## src/design/frame_pkg.sv

```systemverilog
// package: frame layout constants, status codes and shared types
package frame_pkg;
  // ****************************************
  // frame framing
  // ****************************************
  localparam logic [7:0] START_DELIM = 8'h7e;
  localparam logic [7:0] CSUM_BASE = 8'hff;
  localparam int TYPE_OFS = 3;
  localparam int ID_OFS = 4;
  localparam logic [4:0] HDR_BYTES = 5'h03; // start plus two length bytes
  localparam int FIFO_DEPTH = 16;
  localparam int DATA_W = 8;
  localparam int PARAM_MAX = 8;
  // ****************************************
  // frame types
  // ****************************************
  localparam logic [7:0] TYPE_REMOTE_RSP = 8'h87;
  localparam logic [7:0] TYPE_LOCAL_RSP = 8'h88;
  localparam logic [7:0] TYPE_TX_STATUS = 8'h89;
  // ****************************************
  // field offsets
  // ****************************************
  localparam int REM_ADDR_OFS = 5;
  localparam int REM_CMD_OFS = 13;
  localparam int REM_STATUS_OFS = 15;
  localparam int LOC_CMD_OFS = 5;
  localparam int LOC_STATUS_OFS = 7;
  localparam int TXS_STATUS_OFS = 5;
  localparam logic [4:0] REM_FIXED_END = 5'h10; // first offset after remote status
  localparam logic [4:0] LOC_FIXED_END = 5'h08;
  localparam logic [4:0] TXS_FIXED_END = 5'h06;
  localparam logic [7:0] TX_ID_SUPPRESS = 8'h00;
  // ****************************************
  // command status codes
  // ****************************************
  localparam logic [7:0] CMD_OK = 8'h00;
  localparam logic [7:0] CMD_ERROR = 8'h01;
  localparam logic [7:0] CMD_UNKNOWN = 8'h02;
  localparam logic [7:0] CMD_BAD_PARAM = 8'h03;
  localparam logic [7:0] CMD_TX_FAIL = 8'h04;
  // ****************************************
  // transmit status codes
  // ****************************************
  localparam logic [7:0] TXS_SUCCESS = 8'h00;
  localparam logic [7:0] TXS_PURGED = 8'h03;
  localparam logic [7:0] TXS_PHY_ERR = 8'h04;
  localparam logic [7:0] TXS_NO_ACK = 8'h21;
  localparam logic [7:0] TXS_RESOURCE = 8'h32;
  localparam logic [7:0] TXS_TOO_LONG = 8'h74;
  localparam logic [7:0] TXS_SOCKET_FAIL = 8'h76;
  localparam logic [7:0] TXS_NO_SESSION = 8'h77;
  localparam logic [7:0] TXS_NO_LISTENER = 8'h78;

  typedef enum logic [1:0] {KIND_REMOTE, KIND_LOCAL, KIND_TXSTAT} frame_kind_t;
endpackage

```

## src/design/byte_stream_if.sv

```systemverilog
// interface: valid/ready byte stream between framer and fifo
`timescale 1ns/1ps
interface byte_stream_if;
  logic valid;
  logic ready;
  logic [7:0] data;
  modport src (output valid, output data, input ready);
  modport dst (input valid, input data, output ready);
endinterface

```

## src/design/byte_fifo.sv

```systemverilog
// module: flop-based fifo with valid/ready on both sides
`timescale 1ns/1ps
module byte_fifo #(
  parameter int WIDTH = 8,
  parameter int DEPTH = 16
) (
  // clocking
  input wire logic clk,
  input wire logic srst,
  input wire logic ce,
  // fill side
  byte_stream_if.dst wr,
  // drain side
  output logic rd_valid,
  input wire logic rd_ready,
  output logic [WIDTH-1:0] rd_data
);
  localparam int AW = $clog2(DEPTH);
  logic [WIDTH-1:0] mem_r [DEPTH];
  logic [WIDTH-1:0] mem_nxt [DEPTH];
  logic [AW-1:0] wp_r, wp_nxt, rp_r, rp_nxt;
  logic [AW:0] cnt_r, cnt_nxt;
  logic push, pop;

  // handshakes: full and empty straight from the count
  // the count is one bit wider than the pointers, so full must be compared at that width
  assign wr.ready = (cnt_r != (AW+1)'(DEPTH)) ? 1'b1 : 1'b0;
  assign rd_valid = (cnt_r != '0);
  assign rd_data = mem_r[rp_r];
  assign push = wr.valid && wr.ready;
  assign pop = rd_valid && rd_ready;

  // next pointers and storage
  always_comb begin
    wp_nxt = push ? wp_r + 1'b1 : wp_r;
    rp_nxt = pop ? rp_r + 1'b1 : rp_r;
    cnt_nxt = cnt_r + (AW+1)'(push) - (AW+1)'(pop);
    for (int i = 0; i < DEPTH; i++) begin
      mem_nxt[i] = (push && wp_r == AW'(i)) ? wr.data : mem_r[i];
    end
  end

  // registers; storage needs no reset
  always_ff @(posedge clk) begin
    if (srst) begin
      wp_r <= '0;
      rp_r <= '0;
      cnt_r <= '0;
    end else if (ce) begin
      wp_r <= wp_nxt;
      rp_r <= rp_nxt;
      cnt_r <= cnt_nxt;
    end
    if (ce) begin
      mem_r <= mem_nxt;
    end
  end
endmodule

```

## src/design/api_response_frame_builder.sv

```systemverilog
// module: builds remote, local and transmit-status response frames
`timescale 1ns/1ps
// Overview of operation
// - remote command response frame carries type 0x87 at offset 3.
// - frame id at offset 4, eight-byte responder address at 5-12, ip low.
// - two ascii command characters at offsets 13 and 14.
// - remote status at 15: ok, error, unknown, bad parameter, tx failure.
// - remote parameter value follows status only for a query.
// - local command response frame carries type 0x88 at offset 3.
// - some commands like network scan produce several local responses.
// - local frame: id at 4, command at 5-6, status at 7.
// - local value follows status, omitted when host wrote a setting.
// - transmit status frame carries type 0x89 at offset 3.
// - copy host frame id to offset 4; id zero suppresses the frame.
// - tx status 0x00 success, 0x03 purged, 0x04 physical fault.
// - tx status 0x21 no ack, 0x32 resources, 0x74 too long.
// - tx status 0x76 socket fail, 0x77 no session, 0x78 no listener.
module api_response_frame_builder (
  // clocking
  input wire logic clk,
  input wire logic srst,
  input wire logic ce,
  // frame request
  input wire logic req_valid,
  output logic req_ready,
  input wire frame_pkg::frame_kind_t req_kind,
  input wire logic [7:0] req_frame_id,
  input wire logic [31:0] req_ip_addr,
  input wire logic [15:0] req_command,
  input wire logic [7:0] req_status,
  input wire logic [3:0] req_param_len,
  input wire logic [63:0] req_param,
  // serial byte stream out
  output logic out_valid,
  input wire logic out_ready,
  output logic [7:0] out_data,
  // status
  output logic busy,
  output logic suppressed
);
  // ****************************************
  // state
  // ****************************************
  typedef enum logic [1:0] {ST_IDLE, ST_EMIT, ST_CSUM} build_state_t;
  build_state_t st_r, st_nxt;
  frame_pkg::frame_kind_t kind_r, kind_nxt;
  logic [7:0] id_r, id_nxt;
  logic [31:0] ip_r, ip_nxt;
  logic [15:0] cmd_r, cmd_nxt;
  logic [7:0] stat_r, stat_nxt;
  logic [3:0] plen_r, plen_nxt;
  logic [63:0] par_r, par_nxt;
  logic [4:0] ofs_r, ofs_nxt;
  logic [7:0] sum_r, sum_nxt;
  logic supp_r, supp_nxt;
  logic [4:0] fixed_end, last_ofs;
  logic [7:0] data_len, cur_byte;
  logic [3:0] pidx;
  byte_stream_if fifo_in ();

  // ****************************************
  // frame geometry
  // ****************************************
  // fixed part ends where each kind's status byte stops
  always_comb begin
    case (kind_r)
      frame_pkg::KIND_REMOTE: fixed_end = frame_pkg::REM_FIXED_END;
      frame_pkg::KIND_LOCAL: fixed_end = frame_pkg::LOC_FIXED_END;
      default: fixed_end = frame_pkg::TXS_FIXED_END;
    endcase
    // transmit status never carries a value
    last_ofs = fixed_end + ((kind_r == frame_pkg::KIND_TXSTAT) ? 5'h00 : {1'b0, plen_r});
    data_len = 8'(last_ofs - frame_pkg::HDR_BYTES);
    pidx = 4'(ofs_r - fixed_end);
  end

  // byte selected by offset; value bytes are sent most significant first
  always_comb begin
    cur_byte = 8'h00;
    if (ofs_r == 5'h00) begin
      cur_byte = frame_pkg::START_DELIM;
    end else if (ofs_r == 5'h01) begin
      cur_byte = 8'h00; // length high, frames stay short
    end else if (ofs_r == 5'h02) begin
      cur_byte = data_len;
    end else if (ofs_r == 5'(frame_pkg::TYPE_OFS)) begin
      case (kind_r)
        frame_pkg::KIND_REMOTE: cur_byte = frame_pkg::TYPE_REMOTE_RSP;
        frame_pkg::KIND_LOCAL: cur_byte = frame_pkg::TYPE_LOCAL_RSP;
        default: cur_byte = frame_pkg::TYPE_TX_STATUS;
      endcase
    end else if (ofs_r == 5'(frame_pkg::ID_OFS)) begin
      cur_byte = id_r;
    end else if (ofs_r >= fixed_end) begin
      cur_byte = par_r[63 - 8*(32'(pidx)) -: 8];
    end else begin
      case (kind_r)
        frame_pkg::KIND_REMOTE: begin
          if (ofs_r < 5'(frame_pkg::REM_ADDR_OFS + 4)) begin
            cur_byte = 8'h00; // upper address bytes zero
          end else if (ofs_r < 5'(frame_pkg::REM_CMD_OFS)) begin
            cur_byte = ip_r[31 - 8*(32'(ofs_r) - frame_pkg::REM_ADDR_OFS - 4) -: 8];
          end else if (ofs_r == 5'(frame_pkg::REM_CMD_OFS)) begin
            cur_byte = cmd_r[15:8];
          end else if (ofs_r == 5'(frame_pkg::REM_CMD_OFS + 1)) begin
            cur_byte = cmd_r[7:0];
          end else begin
            cur_byte = stat_r;
          end
        end
        frame_pkg::KIND_LOCAL: begin
          if (ofs_r == 5'(frame_pkg::LOC_CMD_OFS)) begin
            cur_byte = cmd_r[15:8];
          end else if (ofs_r == 5'(frame_pkg::LOC_CMD_OFS + 1)) begin
            cur_byte = cmd_r[7:0];
          end else begin
            cur_byte = stat_r;
          end
        end
        default: cur_byte = stat_r;
      endcase
    end
  end

  // ****************************************
  // sequencer
  // ****************************************
  // one request per frame; a scan answer is simply several local requests
  assign req_ready = (st_r == ST_IDLE);
  assign fifo_in.valid = (st_r != ST_IDLE);
  assign fifo_in.data = (st_r == ST_CSUM) ? (frame_pkg::CSUM_BASE - sum_r) : cur_byte;
  assign busy = (st_r != ST_IDLE);
  assign suppressed = supp_r;

  always_comb begin
    st_nxt = st_r;
    kind_nxt = kind_r;
    id_nxt = id_r;
    ip_nxt = ip_r;
    cmd_nxt = cmd_r;
    stat_nxt = stat_r;
    plen_nxt = plen_r;
    par_nxt = par_r;
    ofs_nxt = ofs_r;
    sum_nxt = sum_r;
    supp_nxt = 1'b0;
    case (st_r)
      ST_IDLE: begin
        if (req_valid) begin
          if (req_kind == frame_pkg::KIND_TXSTAT && req_frame_id == frame_pkg::TX_ID_SUPPRESS) begin
            supp_nxt = 1'b1;
          end else begin
            st_nxt = ST_EMIT;
            kind_nxt = req_kind;
            id_nxt = req_frame_id;
            ip_nxt = req_ip_addr;
            cmd_nxt = req_command;
            stat_nxt = req_status;
            plen_nxt = (req_param_len > 4'(frame_pkg::PARAM_MAX)) ? 4'(frame_pkg::PARAM_MAX) : req_param_len;
            par_nxt = req_param;
            ofs_nxt = 5'h00;
            sum_nxt = 8'h00;
          end
        end
      end
      ST_EMIT: begin
        if (fifo_in.ready) begin
          if (ofs_r >= 5'(frame_pkg::TYPE_OFS)) begin
            sum_nxt = sum_r + cur_byte;
          end
          ofs_nxt = ofs_r + 5'h01;
          if (ofs_r + 5'h01 == last_ofs) begin
            st_nxt = ST_CSUM;
          end
        end
      end
      default: begin
        if (fifo_in.ready) begin
          st_nxt = ST_IDLE;
        end
      end
    endcase
  end

  always_ff @(posedge clk) begin
    if (srst) begin
      st_r <= ST_IDLE;
      kind_r <= frame_pkg::KIND_REMOTE;
      id_r <= 8'h00;
      ip_r <= 32'h0000_0000;
      cmd_r <= 16'h0000;
      stat_r <= 8'h00;
      plen_r <= 4'h0;
      par_r <= 64'h0;
      ofs_r <= 5'h00;
      sum_r <= 8'h00;
      supp_r <= 1'b0;
    end else if (ce) begin
      st_r <= st_nxt;
      kind_r <= kind_nxt;
      id_r <= id_nxt;
      ip_r <= ip_nxt;
      cmd_r <= cmd_nxt;
      stat_r <= stat_nxt;
      plen_r <= plen_nxt;
      par_r <= par_nxt;
      ofs_r <= ofs_nxt;
      sum_r <= sum_nxt;
      supp_r <= supp_nxt;
    end
  end

  // ****************************************
  // output buffer
  // ****************************************
  // the fifo lets the serial side stall without losing frame bytes
  byte_fifo #(.WIDTH(frame_pkg::DATA_W), .DEPTH(frame_pkg::FIFO_DEPTH)) u_fifo (
    .clk(clk),
    .srst(srst),
    .ce(ce),
    .wr(fifo_in.dst),
    .rd_valid(out_valid),
    .rd_ready(out_ready),
    .rd_data(out_data)
  );

  // ****************************************
  // checks
  // ****************************************
  property p_start_first;
    @(posedge clk) disable iff (srst)
      (ce && st_r == ST_IDLE && req_valid && !(req_kind == frame_pkg::KIND_TXSTAT && req_frame_id == 8'h00))
      |=> (ofs_r == 5'h00 && fifo_in.data == 8'h7e && fifo_in.valid);
  endproperty
  a_start_first: assert property (p_start_first) else $error("frame does not open with delimiter");

  property p_suppress;
    @(posedge clk) disable iff (srst)
      (ce && st_r == ST_IDLE && req_valid && req_kind == frame_pkg::KIND_TXSTAT && req_frame_id == 8'h00)
      |=> (st_r == ST_IDLE && suppressed);
  endproperty
  a_suppress: assert property (p_suppress) else $error("status frame with id zero was not suppressed");

  property p_type_remote;
    @(posedge clk) disable iff (srst)
      (st_r == ST_EMIT && ofs_r == 5'h03 && kind_r == frame_pkg::KIND_REMOTE) |-> fifo_in.data == 8'h87;
  endproperty
  a_type_remote: assert property (p_type_remote) else $error("remote type byte wrong");

  property p_type_local;
    @(posedge clk) disable iff (srst)
      (st_r == ST_EMIT && ofs_r == 5'h03 && kind_r == frame_pkg::KIND_LOCAL) |-> fifo_in.data == 8'h88;
  endproperty
  a_type_local: assert property (p_type_local) else $error("local type byte wrong");

  property p_type_txs;
    @(posedge clk) disable iff (srst)
      (st_r == ST_EMIT && ofs_r == 5'h03 && kind_r == frame_pkg::KIND_TXSTAT) |-> fifo_in.data == 8'h89;
  endproperty
  a_type_txs: assert property (p_type_txs) else $error("status type byte wrong");

  property p_id_copy;
    @(posedge clk) disable iff (srst)
      (st_r == ST_EMIT && ofs_r == 5'h04) |-> fifo_in.data == id_r;
  endproperty
  a_id_copy: assert property (p_id_copy) else $error("frame id not at offset 4");

  property p_rem_addr_hi;
    @(posedge clk) disable iff (srst)
      (st_r == ST_EMIT && kind_r == frame_pkg::KIND_REMOTE && ofs_r >= 5'h05 && ofs_r <= 5'h08)
      |-> fifo_in.data == 8'h00;
  endproperty
  a_rem_addr_hi: assert property (p_rem_addr_hi) else $error("upper address bytes not zero");

  property p_txs_len;
    @(posedge clk) disable iff (srst)
      (st_r == ST_EMIT && kind_r == frame_pkg::KIND_TXSTAT && ofs_r == 5'h02) |-> fifo_in.data == 8'h03;
  endproperty
  a_txs_len: assert property (p_txs_len) else $error("status frame length wrong");

  property p_csum;
    @(posedge clk) disable iff (srst)
      (st_r == ST_CSUM) |-> fifo_in.data == 8'(8'hff - sum_r);
  endproperty
  a_csum: assert property (p_csum) else $error("checksum byte wrong");

  // a status frame must close right after its status byte, whatever value length was asked for
  property p_txs_end;
    @(posedge clk) disable iff (srst)
      (ce && st_r == ST_EMIT && kind_r == frame_pkg::KIND_TXSTAT && ofs_r == 5'h05 && fifo_in.ready)
      |=> (st_r == ST_CSUM);
  endproperty
  a_txs_end: assert property (p_txs_end) else $error("status frame carries bytes after status");

  property p_loc_cmd;
    @(posedge clk) disable iff (srst)
      (st_r == ST_EMIT && kind_r == frame_pkg::KIND_LOCAL && ofs_r == 5'h05) |-> fifo_in.data == cmd_r[15:8];
  endproperty
  a_loc_cmd: assert property (p_loc_cmd) else $error("local command character not at offset 5");

  property p_rem_len;
    @(posedge clk) disable iff (srst)
      (st_r == ST_EMIT && kind_r == frame_pkg::KIND_REMOTE && ofs_r == 5'h02) |-> fifo_in.data == (8'h0d + {4'h0, plen_r});
  endproperty
  a_rem_len: assert property (p_rem_len) else $error("remote frame length wrong");

  property p_hold;
    @(posedge clk) disable iff (srst)
      (st_r == ST_EMIT && !fifo_in.ready && ce) |=> $stable(ofs_r);
  endproperty
  a_hold: assert property (p_hold) else $error("offset advanced while fifo full");
endmodule

```

## config.mk

```make
export PLATFORM = sky130hd
export DESIGN_NAME = api_response_frame_builder
export DESIGN_NICKNAME = d
export VERILOG_FILES = /design/src/design/frame_pkg.sv /design/src/design/byte_stream_if.sv /design/src/design/byte_fifo.sv /design/src/design/api_response_frame_builder.sv
export SDC_FILE = /design/constraint.sdc
export NUM_CORES = 1
export LEC_CHECK = 0
export BUFFER_PORTS_ARGS = -buffer_cell sky130_fd_sc_hd__buf_4
export CORE_MARGIN = 3
export CORE_UTILIZATION = 50
export CTS_BUF_LIST = sky130_fd_sc_hd__clkbuf_16
export CTS_CLUSTER_DIAMETER = 60
export DETAILED_ROUTE_END_ITERATION = 8
export PLACE_DENSITY = 0.69
export SETUP_SLACK_MARGIN = 0.1
export SYNTH_ARGS = -nofsm -noshare
export SYNTH_HDL_FRONTEND = slang
export SYNTH_SLANG_ARGS = --single-unit
```

## constraint.sdc

```tcl
create_clock -name clk -period 5.8 [get_ports clk]
set_input_delay 0.58 -clock clk [delete_from_list [all_inputs] [get_ports clk]]
set_output_delay 0.58 -clock clk [all_outputs]
set_load 0.02 [all_outputs]
```

==> flow_summary.ini <==
[final_layout]
final_common_cell = nand2_1
antennaDiodeCount = 0
fin_nets = 1607
fin_area_um2 = 16210
drive_above_1_share = 0.2034
layout_common_cells = 300 x nand2_1, 166 x buf_4, 165 x a21oi_1
synthToLayoutAreaGrowth_pct = 16.39

[routing]
detail-route-antenna-nets = 0
vias = 10533
vias_per_cell = 5.765
drc_errors = 0
dr.first_iter.drc_count = 1015
dr.pass1.iters = 5
wl_per_cell_um = 19.45
routed_wl_um = 35540

[timing]
layout_min_cycle_time_ps = 4894
rsz0062_at_grt = no
timing.final.ws_setup_ps = 905.7
finalHoldViolCount = 0
tns_ps = 0
setup_violations = 0
relSlewSlack = 0.1518
tightest_slew_ps = 1266
fmax_mhz = 204.3
fin_crit_sh = 0.8438
slew_viol_final = 0
skew_ps = 11.43

[placement]
place_area_um2 = 15240
gp_congestion = 0.9820
hpwl_um = 25350
post-place-ws_ps = 947.9
port_buffers = 150

[synth]
synthCells = 1327
yosysSeqAreaShare = 0.5103
synth_top_area_share = 0.2760
synth_area_leaders = edfxtp_1 28%, dfxtp_1 23%, mux4_2 10%, nand2_1 8.1%, a21oi_1 5.9%
yosysWarnings = 0
synth-edff-count = 128
ys_async_sr_fraction = 0
syn_avg_cell_area_um2 = 10.49
synth.cell_area_um2 = 13930
ys_types = 87
syn-num-nets = 1503
netlist.top_cell.by_area = edfxtp_1
synth_seq_cells = 291
synth_top_flop_cell = dfxtp_1

[global_route]
antenna_found_initial = 0
overflow = 0
grt_max_degree = 92
gr-usage-all-layers = 0.2318
first_global_vias = 9970
grt_pass1_wl_um = 55990

[critical_path]
r2r_end = sum_r[7]$_SDFFE_PP0P_
path_class = register to register
r2r-start = ofs_r[0]$_SDFFE_PP0P_
critPathCapture = sum_r[7]$_SDFFE_PP0P_
cp-end-kind = register
reg2reg_depth = 18
crit_start = ofs_r[0]$_SDFFE_PP0P_
r2r_setup_slack_ps = 910
crit_path_start_kind = register
cp.arrival_ps = 5370
cp.required_ps = 6280
cp_max_fo = 16

[power]
leakagePower_nw = 5.946
clockPowerShare = 0.393
vdd_drop_max_uv = 229.7
power.density_nw_per_um2 = 292.5
p_int_mw = 3.596
p_sw_frac = 0.2416
seq_power_share = 0.476
p_comb_frac = 0.131
p_switching_mw = 1.146

[floorplan]
dieArea_um2 = 29890
start_util = 0.5124
io_pins = 151
fp.coreArea_um2 = 27180
num_rows = 60
die_w_um = 172.9
fp.dieH_um = 172.9

[clock_tree]
cts_sinks = 291
max-clock-path-buffers = 3
h-tree-depth = 1
cts_buffers = 30
cts_setup_buffers = 0
path_clk_slew_ps = 60
clkLatencyLatePin_ps = 550
ctsResizeCount = 0
cts.hold.buffers_added = 0
tritoncts = done
cts-root-buf = clkbuf_16

[job]
maxCapViolations = 0

[hold_path]
holdCritPathClass = input port to register

[status]
status = finished clean
## metrics by stage
step / power [mW] / hold slack [ps] / cells / util
floorplan: 2.712 / 427.3 / 1327 / -
global placement: 2.914 / 438.9 / 1771 / 0.5608
detailed placement: 2.922 / 444.3 / 1771 / 0.5608
CTS: 4.774 / 258.3 / 1827 / 0.5964
global route: 4.942 / 275.1 / 1827 / 0.5964
finish: 4.741 / 273.3 / 1827 / 0.5964
## sequential cells by signal, summed over array words and instances, names as in the netlist, 4 cells and up
| register | cells |
|---|---|
| par_r | 64 |
| ip_r | 32 |
| u_fifo.mem_r | 128 |
| u_fifo.wp_r | 4 |
| plen_r | 4 |
| u_fifo.rp_r | 4 |
| stat_r | 8 |
| cmd_r | 16 |
| sum_r | 8 |
| id_r | 8 |
| u_fifo.cnt_r | 5 |
| ofs_r | 5 |
## worst min path at each step
| stage | slack [ps] | from | endpoint | cells after the start |
|---|---|---|---|---|
| global route | 280 | req_param[13] | par_r[13]$_SDFFE_PP0P_ | 3 |
| CTS | 260 | req_command[4] | cmd_r[4]$_SDFFE_PP0P_ | 3 |
| finish | 270 | req_ip_addr[19] | ip_r[19]$_SDFFE_PP0P_ | 3 |
| floorplan | 430 | plen_r[1]$_SDFFE_PP0P_ | plen_r[1]$_SDFFE_PP0P_ | 2 |
| global placement | 440 | plen_r[1]$_SDFFE_PP0P_ | plen_r[1]$_SDFFE_PP0P_ | 2 |
| detailed placement | 440 | plen_r[3]$_SDFFE_PP0P_ | plen_r[3]$_SDFFE_PP0P_ | 2 |
## metal layers
layer / vias up / wire length [um] / track usage
li1: 4993 / - / -
met1: 5063 / 16320 / 0.3638
met2: 423 / 15570 / 0.3382
met3: 54 / 2954 / 0.03931
met4: 0 / 697 / 0.05068
met5: - / 0 / 0
## Yosys cell counts, types with 7 or more instances
cell,instances
nand3_1,11
xnor2_1,14
clkbuf_1,53
a22oi_1,7
nor3_1,10
and3_1,8
xor2_1,13
o22ai_1,7
edfxtp_1,128
nand2b_1,10
dfxtp_1,163
ha_1,33
mux2i_1,21
nand2_1,300
and2_1,9
a31oi_1,8
a211oi_1,10
o21ai_0,22
inv_1,27
o21a_1,7
a21oi_1,165
buf_2,36
nor2b_1,7
mux4_2,63
nor2_1,74
nand3b_1,7
## cell type report
cell class / count / area (um^2)
multi-input combinational: 914 / 6316
tap: 372 / 465.4
clock buffer: 31 / 775.7
clock inverter: 25 / 191.4
sequential: 291 / 7108
inverter: 28 / 105.1
timing repair buffer: 166 / 1246
fill: 2297 / 10970
## cell families (layout without fill, tap and decap cells)
family | after synthesis | after routing | share of synthesized area
fa+ha+maj | 37 | 37 | 0.03540
simple gates | 475 | 475 | 0.1514
mux | 90 | 90 | 0.1218
buf+inv | 122 | 250 | 0.03773
xor+xnor | 30 | 30 | 0.02138
compound gates | 282 | 282 | 0.1219
flops | 291 | 291 | 0.5103
## power groups by stage
stage	sequential [mW]	clock, mW	combinational (mW)
3_5_place_dp	2.30	0	0.623
6_report	2.26	1.86	0.623
5_1_grt	2.26	1.98	0.695
2_1_floorplan	2.26	0	0.449
3_3_place_gp	2.30	0	0.616
4_1_cts	2.26	1.89	0.627
## worst max-delay path, stage by stage, from the launching register on
cell and delay (ps):
dfxtp_1 700, inv_1 290, ha_1 300, xor2_2 190, inv_1 70, ha_1 210, xor2_1 150, xnor2_1 330
and2_1 250, a31oi_1 100, o31ai_1 510, a31o_2 240, ha_1 220, a21oi_1 220, o211ai_1 170, o41ai_1 340
xor2_1 130, or2_2 300, o211ai_2 130
Note: power is estimated with default switching activity, not from simulation.
